===== config.mk =====
export PLATFORM = sky130hd
export DESIGN_NAME = msi_unit
export DESIGN_NICKNAME = d
export VERILOG_FILES = /design/src/core/msi_unit.v
export VERILOG_INCLUDE_DIRS = /design/src /design/src/core
export SDC_FILE = /design/constraint.sdc
export NUM_CORES = 1
export LEC_CHECK = 0
export BUFFER_PORTS_ARGS = -buffer_cell sky130_fd_sc_hd__buf_2
export CAP_MARGIN = 20
export CORE_UTILIZATION = 48
export DETAILED_ROUTE_END_ITERATION = 12
export PLACE_DENSITY = 0.86
export SYNTH_ARGS = -nofsm -noshare
export SYNTH_HDL_FRONTEND = slang
export SYNTH_SLANG_ARGS = --single-unit

===== constraint.sdc =====
create_clock -name clk_sys -period 5.1 [get_ports clk_sys]
set_input_delay 0.255 -clock clk_sys [delete_from_list [all_inputs] [get_ports clk_sys]]
set_output_delay 0.255 -clock clk_sys [all_outputs]
set_load 0.02 [all_outputs]

===== src/core/msi_consts.vh =====
// Purpose: Constants for the status and interrupt unit
// Assumes: Register bus addresses are data memory locations
// Notes: Definitions only
`ifndef MSI_CONSTS_VH
`define MSI_CONSTS_VH
// Register offsets
`define MSI_ADDR_FLAGS 8'h0a
`define MSI_ADDR_INTERRUPT_CONTROL 8'h0b
`define MSI_ADDR_EPSTAT 8'h1b
`define MSI_ADDR_USBCS 8'h1a
// Status bit positions
`define MSI_F_CARRY 0
`define MSI_F_HALF 1
`define MSI_F_ZERO 2
`define MSI_F_WRAP 3
`define MSI_F_SLEEP 4
`define MSI_F_WDOG 5
// Interrupt control bit positions
`define MSI_I_GIE 0
`define MSI_I_UEN 1
`define MSI_I_T0EN 2
`define MSI_I_T1EN 3
`define MSI_I_UPND 4
`define MSI_I_T0PND 5
`define MSI_I_T1PND 6
// USB control/status bit positions
`define MSI_U_SUSPEND 0
`define MSI_U_BUSRST 2
`define MSI_U_RESUME 3
// Writable masks
`define MSI_FLAGS_WMASK 8'h0f
`define MSI_INTERRUPT_CONTROL_WMASK 8'h7f
// Reset values
`define MSI_FLAGS_RST 8'h00
`define MSI_INTERRUPT_CONTROL_RST 8'h00
`define MSI_EP_RST 8'h00
`define MSI_UCS_RST 8'h00
// Vectors
`define MSI_VEC_USB 12'h004
`define MSI_VEC_T0 12'h008
`define MSI_VEC_T1 12'h00c
`endif


===== src/core/msi_unit.v =====
// Purpose: Processor flags and interrupt control of an 8-bit core
// Assumes: Core sequencer drives ALU results, instruction pulses, stack state
// Notes: Event inputs from the core share clk_sys; no synchronisers
//
// The address-and-strobe port was left to the implementer.
`timescale 1ns/1ps
`default_nettype none
`include "msi_consts.vh"
module msi_unit (
   // Clock and reset
   input wire clk_sys,
   input wire rst,
   // Register port
   input wire [7:0] reg_addr,
   input wire [7:0] reg_wdata,
   input wire reg_wr,
   input wire reg_rd,
   output reg [7:0] reg_rdata,
   // ALU results
   input wire alu_valid,
   input wire alu_arith,
   input wire alu_sub,
   input wire [7:0] alu_a,
   input wire [7:0] alu_b,
   input wire alu_cin,
   input wire [7:0] alu_result,
   input wire rot_valid,
   input wire rot_carry,
   // Instruction events
   input wire halt_instr,
   input wire watchdog_clear_instr,
   input wire watchdog_timeout,
   input wire interrupt_exit_instr,
   input wire subroutine_exit_instr,
   // Sequencer handshake
   input wire irq_sample_phase,
   input wire stack_full,
   // Interrupt sources
   input wire [2:0] ep_fifo_access,
   input wire usb_suspend,
   input wire usb_resume,
   input wire usb_bus_reset,
   input wire timer0_overflow,
   input wire timer1_overflow,
   // Core outputs
   output reg irq_call,
   output reg [11:0] irq_vector,
   output reg [7:0] processor_flags,
   output reg [7:0] interrupt_control,
   output reg [7:0] endpoint_access_status,
   output reg [7:0] usb_ctrl_status_reg
);

   // ----------------------------------------
   // Helpers
   // ----------------------------------------
   function sel;
      input [7:0] a;
      input [7:0] b;
      begin
         sel = (a == b);
      end
   endfunction

   // Lowest index wins: USB, then timer 0, then timer 1
   function [2:0] pick_first;
      input [2:0] req;
      begin
         pick_first = 3'b000;
         if (req[0])
            pick_first = 3'b001;
         else if (req[1])
            pick_first = 3'b010;
         else if (req[2])
            pick_first = 3'b100;
      end
   endfunction

   // ----------------------------------------
   // Write decode
   // ----------------------------------------
   // Decoded once so every register sees one strobe
   wire wr_flags = reg_wr && sel(reg_addr, `MSI_ADDR_FLAGS);
   wire wr_interrupt_control = reg_wr && sel(reg_addr, `MSI_ADDR_INTERRUPT_CONTROL);
   wire wr_ep = reg_wr && sel(reg_addr, `MSI_ADDR_EPSTAT);
   wire wr_ucs = reg_wr && sel(reg_addr, `MSI_ADDR_USBCS);

   // ----------------------------------------
   // ALU flag computation
   // ----------------------------------------
   // Subtraction is a + ~b + cin; carry out then means no borrow
   wire [7:0] op_b = alu_sub ? ~alu_b : alu_b;
   wire [4:0] lo_sum = {1'b0, alu_a[3:0]} + {1'b0, op_b[3:0]} + {4'h0, alu_cin};
   wire [7:0] lo7_sum = {1'b0, alu_a[6:0]} + {1'b0, op_b[6:0]} + {7'h00, alu_cin};
   wire [8:0] full_sum = {1'b0, alu_a} + {1'b0, op_b} + {8'h00, alu_cin};
   wire c_out = full_sum[8];
   wire h_out = lo_sum[4];
   wire v_out = lo7_sum[7] ^ full_sum[8];
   wire z_out = (alu_result == 8'h00);

   // ----------------------------------------
   // Flag next state
   // ----------------------------------------
   // Later terms win: instruction effects beat a bus write
   reg [7:0] next_flags;
   always @*
   begin
      next_flags = processor_flags;
      if (wr_flags)
      begin
         // Sleep and watchdog flags never taken from the bus
         next_flags = (next_flags & ~`MSI_FLAGS_WMASK) | (reg_wdata & `MSI_FLAGS_WMASK);
      end
      if (alu_valid)
      begin
         next_flags[`MSI_F_ZERO] = z_out;
         if (alu_arith)
         begin
            next_flags[`MSI_F_CARRY] = c_out;
            next_flags[`MSI_F_HALF] = h_out;
            next_flags[`MSI_F_WRAP] = v_out;
         end
      end
      if (rot_valid)
      begin
         next_flags[`MSI_F_CARRY] = rot_carry;
      end
      if (watchdog_clear_instr)
      begin
         next_flags[`MSI_F_SLEEP] = 1'b0;
         next_flags[`MSI_F_WDOG] = 1'b0;
      end
      if (halt_instr)
      begin
         next_flags[`MSI_F_SLEEP] = 1'b1;
         next_flags[`MSI_F_WDOG] = 1'b0;
      end
      if (watchdog_timeout)
      begin
         next_flags[`MSI_F_WDOG] = 1'b1;
      end
      next_flags[7:6] = 2'b00;
   end

   // ----------------------------------------
   // Interrupt arbitration
   // ----------------------------------------
   wire usb_event = (|ep_fifo_access) | usb_suspend | usb_resume | usb_bus_reset;
   wire usb_go = interrupt_control[`MSI_I_UEN] & interrupt_control[`MSI_I_UPND];
   wire t0_go = interrupt_control[`MSI_I_T0EN] & interrupt_control[`MSI_I_T0PND];
   wire t1_go = interrupt_control[`MSI_I_T1EN] & interrupt_control[`MSI_I_T1PND];
   // Full stack blocks acknowledge; pending flags are kept
   wire take = irq_sample_phase & interrupt_control[`MSI_I_GIE] & ~stack_full
      & (usb_go | t0_go | t1_go);
   wire [2:0] win = pick_first({t1_go, t0_go, usb_go});
   wire take_usb = take & win[0];
   wire take_t0 = take & win[1];
   wire take_t1 = take & win[2];

   reg [7:0] next_interrupt_control;
   always @*
   begin
      next_interrupt_control = interrupt_control;
      if (wr_interrupt_control)
      begin
         next_interrupt_control = reg_wdata & `MSI_INTERRUPT_CONTROL_WMASK;
      end
      if (interrupt_exit_instr)
      begin
         next_interrupt_control[`MSI_I_GIE] = 1'b1;
      end
      if (take)
      begin
         next_interrupt_control[`MSI_I_GIE] = 1'b0;
      end
      if (take_usb)
      begin
         next_interrupt_control[`MSI_I_UPND] = 1'b0;
      end
      if (take_t0)
      begin
         next_interrupt_control[`MSI_I_T0PND] = 1'b0;
      end
      if (take_t1)
      begin
         next_interrupt_control[`MSI_I_T1PND] = 1'b0;
      end
      // New events win over any clear in the same cycle
      if (usb_event)
      begin
         next_interrupt_control[`MSI_I_UPND] = 1'b1;
      end
      if (timer0_overflow)
      begin
         next_interrupt_control[`MSI_I_T0PND] = 1'b1;
      end
      if (timer1_overflow)
      begin
         next_interrupt_control[`MSI_I_T1PND] = 1'b1;
      end
      next_interrupt_control[7] = 1'b0;
   end

   // ----------------------------------------
   // Endpoint access status
   // ----------------------------------------
   // Host access beats a same-cycle firmware clear
   wire [7:0] ep_base = wr_ep ? reg_wdata : endpoint_access_status;
   wire [7:0] ep_merged;
   genvar gi;
   generate
      for (gi = 0; gi < 8; gi = gi + 1)
      begin : g_ep
         if (gi < 3)
         begin : g_live
            assign ep_merged[gi] = ep_base[gi] | ep_fifo_access[gi];
         end
         else
         begin : g_spare
            assign ep_merged[gi] = ep_base[gi];
         end
      end
   endgenerate

   reg [7:0] next_ep;
   always @*
   begin
      next_ep = ep_merged;
   end

   // ----------------------------------------
   // USB control and status
   // ----------------------------------------
   reg [7:0] next_ucs;
   always @*
   begin
      next_ucs = usb_ctrl_status_reg;
      if (wr_ucs)
      begin
         next_ucs = reg_wdata;
      end
      if (usb_suspend)
      begin
         next_ucs[`MSI_U_SUSPEND] = 1'b1;
      end
      if (usb_resume)
      begin
         next_ucs[`MSI_U_RESUME] = 1'b1;
      end
      if (usb_bus_reset)
      begin
         next_ucs[`MSI_U_BUSRST] = 1'b1;
      end
   end

   // ----------------------------------------
   // Flag and control registers
   // ----------------------------------------
   always @(posedge clk_sys)
   begin
      if (rst)
      begin
         processor_flags <= `MSI_FLAGS_RST;
         interrupt_control <= `MSI_INTERRUPT_CONTROL_RST;
      end
      else
      begin
         processor_flags <= next_flags;
         interrupt_control <= next_interrupt_control;
      end
   end

   // ----------------------------------------
   // USB status state
   // ----------------------------------------
   always @(posedge clk_sys)
   begin
      if (rst)
      begin
         endpoint_access_status <= `MSI_EP_RST;
         usb_ctrl_status_reg <= `MSI_UCS_RST;
      end
      else
      begin
         endpoint_access_status <= next_ep;
         usb_ctrl_status_reg <= next_ucs;
      end
   end

   // ----------------------------------------
   // Call outputs
   // ----------------------------------------
   // Vector holds between calls so the core may fetch it late
   always @(posedge clk_sys)
   begin
      if (rst)
      begin
         irq_call <= 1'b0;
         irq_vector <= 12'h000;
      end
      else
      begin
         // Call pulse only; the core pushes just its program counter
         irq_call <= take;
         if (take_usb)
         begin
            irq_vector <= `MSI_VEC_USB;
         end
         else if (take_t0)
         begin
            irq_vector <= `MSI_VEC_T0;
         end
         else if (take_t1)
         begin
            irq_vector <= `MSI_VEC_T1;
         end
      end
   end

   // ----------------------------------------
   // Read port
   // ----------------------------------------
   // Idle cycles return zero so a shared bus needs no gating
   always @(posedge clk_sys)
   begin
      if (rst)
      begin
         reg_rdata <= 8'h00;
      end
      else
      begin
         reg_rdata <= 8'h00;
         if (reg_rd)
         begin
            case (reg_addr)
               `MSI_ADDR_FLAGS: reg_rdata <= processor_flags;
               `MSI_ADDR_INTERRUPT_CONTROL: reg_rdata <= interrupt_control;
               `MSI_ADDR_EPSTAT: reg_rdata <= endpoint_access_status;
               `MSI_ADDR_USBCS: reg_rdata <= usb_ctrl_status_reg;
               default: reg_rdata <= 8'h00;
            endcase
         end
      end
   end

endmodule // msi_unit
`default_nettype wire


==> results.json <==
{
  "outcome": "complete, no violations",
  "synth_xor_area_share_pct": 3.30,
  "synth.ff_latch_count": 40,
  "synthMuxAreaShare_pct": 20.1,
  "min_period_over_period_pct": 38.6,
  "cts_tree": "built",
  "yosysSeqAreaShare_pct": 37.7,
  "area_growth_pct": 27.7,
  "cts.hold.buffers_added": 0,
  "min_to": "interrupt_control[5]$_SDFFE_PP0P_",
  "p_int_mw": 0.488,
  "cts_root_buf": "clkbuf_8",
  "portBuffers": 103,
  "crit_chain": "buf_2 -> or4b_4 -> nor4_4 -> and2b_2 -> a211oi_1 -> nor3_1",
  "slowest_stage": "nor4_4",
  "synth_top_cell_by_area": "dfxtp_1",
  "hold_viol": 0,
  "worst_pin_slew_ps": 653,
  "clock_latency_ps": 290,
  "place.gp.congestion": 0.747,
  "p_switching_mw": 0.187,
  "grt_max_degree": 31,
  "crit_buf_inv": 1,
  "drt-wirelength-per-cell_um": 14.8,
  "layout_setup_ws_ps": 3130,
  "clockPowerShare_pct": 32.2,
  "hp-class": "in -> reg",
  "slew_viol_final": 0,
  "dr.pass1.iters": 6,
  "htree_levels": 2,
  "clock_skew_ps": 3.55,
  "power_density_mw_per_mm2": 249,
  "arrival_ps": 2120,
  "nets": 391,
  "p_sw_share_pct": 27.7,
  "chipWidth_um": 68.6,
  "syn_area_mm2": 0.00213,
  "cts_buffer_depth": 2,
  "slowest_delay_ps": 590,
  "yosys_warnings": 0,
  "path_delay_family": "simple AND/OR/NAND/NOR gates",
  "rr_endpoint": "interrupt_control[5]$_SDFFE_PP0P_",
  "wirelength_mm": 5.46,
  "synthTopCellsByArea": "dfxtp_1 (38%), mux2i_1 (12%), mux4_2 (6.4%)",
  "avgSynthCellArea_um2": 9.84,
  "core_mm2": 0.00412,
  "drive_gt1_share_pct": 39.2,
  "crit_fanout": 8,
  "clock_sinks": 40,
  "grt_pass1_wl_mm": 8.33,
  "track_usage_pct": 24.4,
  "yosysTopAreaCellShare_pct": 37.7,
  "fin_util_pct": 65.9,
  "n_fill_cell": 352,
  "ios": 118,
  "final-setup-viol-count": 0,
  "grt_pass1_vias": 1799,
  "diodes": 0,
  "ctsResizeCount": 0,
  "rrSetupSlack_ps": 3680,
  "post_drt_via_cell_ratio": 5.30,
  "drc_errors": 0,
  "slew_headroom_pct": 56.1,
  "fp.dieH_um": 68.6,
  "seqPwrFrac_pct": 48.8,
  "ant_nets": 0,
  "hold_depth": 2,
  "synthCells": 216,
  "yosys.area_share.simple_pct": 15.7,
  "synthAdderAreaFrac_pct": 4.71,
  "place_ws_ps": 2880,
  "rsz0062_at_grt": "no",
  "fin_setup_tns_ps": 0,
  "peakVddDrop_mv": 0.179,
  "power_frac_comb_pct": 19.1,
  "synth_top_family_by_area": "multiplexers",
  "criticalPathCategory": "in -> reg",
  "dieArea_mm2": 0.00470,
  "overflow": 0,
  "leakage_nw": 1.46,
  "rows": 23,
  "drt_iter0_markers": 113,
  "synth_compound_area_share_pct": 10.4,
  "antenna_found_initial": 0,
  "drv_cap": 0,
  "synth.distinct_cells": 42,
  "min_from": "timer0_overflow",
  "cp.required_ps": 5260,
  "min_period_ps": 1970,
  "reg2reg_depth": 4,
  "start_util_pct": 51.7,
  "vias": 1957,
  "start_kind": "primary input",
  "path_clk_slew_ps": 70,
  "cts_inserted_buffers": 5,
  "fmax_ghz": 0.509,
  "cts_setup_buffers": 0,
  "rr_startpoint": "interrupt_control[0]$_SDFFE_PP0P_",
  "dp.final_hpwl_mm": 4.09,
  "endpoint_kind": "register"
}
## cell families after synthesis
| group | count (synthesis) |
|---|---|
| AOI/OAI and AO/OA | 32 |
| DFF | 40 |
| adders and majority gates | 8 |
| xor gates and xnor gates | 8 |
| other | 1 |
| buffers and inverters | 32 |
| muxes | 34 |
| and+or+nand+nor | 61 |
## worst max path at each step
stage | from | to | slack, ps | depth (start not counted)
after floorplan | alu_sub | processor_flags[3]$_SDFF_PP0_ | 3090 | 8
after global placement | reg_addr[7] | processor_flags[0]$_SDFF_PP0_ | 2920 | 6
after detailed placement | reg_addr[7] | processor_flags[0]$_SDFF_PP0_ | 2880 | 6
after CTS | reg_addr[7] | interrupt_control[0]$_SDFFE_PP0P_ | 3140 | 6
after global routing | reg_addr[7] | interrupt_control[0]$_SDFFE_PP0P_ | 3050 | 6
final | reg_addr[7] | interrupt_control[0]$_SDFFE_PP0P_ | 3130 | 6
## synthesized netlist by cell type
library cell / instances
a21o_1: 2
buf_4: 13
dfxtp_1: 40
nor2_1: 21
and2_1: 1
nand2_1: 8
a41oi_2: 1
nand3b_1: 2
o21ai_2: 1
mux2i_1: 25
nor4bb_1: 1
a21oi_1: 13
nand2b_1: 1
a31o_2: 1
nor3b_1: 2
inv_1: 12
buf_2: 1
and2b_2: 1
mux2_2: 1
or4b_4: 1
clkbuf_1: 5
nor4_1: 5
o21a_1: 1
o21ai_0: 2
nor2b_1: 7
conb_1: 1
a31oi_1: 2
nor4_4: 1
a22o_1: 1
ha_1: 8
or4_1: 1
mux4_2: 6
buf_1: 1
mux2_4: 2
xor2_1: 8
nor3_1: 6
a221oi_1: 1
o221a_2: 1
nand3_1: 3
a41o_1: 1
a41oi_1: 1
a211oi_1: 4
## per-layer routing
metal	up-vias	part of all wire (%)	global-route usage (%)
li1	955	-	-
met1	908	44	30.4
met2	81	49	40.4
met3	13	5.3	4.93
met4	0	1.8	10.7
met5	-	0	0
## layout make-up
class / instances / area [um^2] / area share [%]
Timing Repair Buffer: 103 / 515 / 19.0
Sequential cell: 40 / 801 / 29.5
Tap cell: 50 / 62.6 / 2.31
Clock buffer: 8 / 90.1 / 3.32
Multi-Input combinational cell: 156 / 1200 / 44.2
Inverter: 12 / 45.0 / 1.66
## worst register-to-register path: stages (launching register included)
cell	delay, ps
dfxtp_1	390
nand3b_1	280
nor3b_1	350
nor2_1	90
a22o_1	210
## metrics by stage
step,total power [mW],instance area (um^2),std cells,hold WS (ps)
2_1_floorplan,0.421,2170,228,372
3_5_place_dp,0.463,2620,361,454
4_1_cts,0.673,2710,369,180
6_report,0.675,2710,369,185
3_3_place_gp,0.459,2620,361,451
5_1_grt,0.705,2710,369,179
## power groups by stage
stage / Combinational (mW) / Clock, mW / Sequential (mW)
after floorplan: 0.0751 / 0 / 0.346
after global placement: 0.124 / 0 / 0.336
after detailed placement: 0.127 / 0 / 0.336
after CTS: 0.128 / 0.217 / 0.329
after global routing: 0.141 / 0.233 / 0.330
final: 0.129 / 0.217 / 0.329
## layout by cell type, fill, tap and decap left out, types with 2 or more instances in the layout
master / n
nand3b_1: 2
ha_1: 8
nor3b_1: 2
mux2_4: 2
conb_1: 13
mux2i_1: 25
xor2_1: 8
nand3_1: 3
dfxtp_1: 40
nor2_1: 21
a21oi_1: 13
a211oi_1: 4
nor4_1: 5
nand2_1: 8
nor2b_1: 7
buf_2: 103
o21ai_0: 2
mux4_2: 6
inv_1: 12
a21o_1: 2
clkbuf_1: 2
a31oi_1: 2
nor3_1: 6
clkbuf_8: 6
No activity file was read; power rests on OpenSTA's default activity.
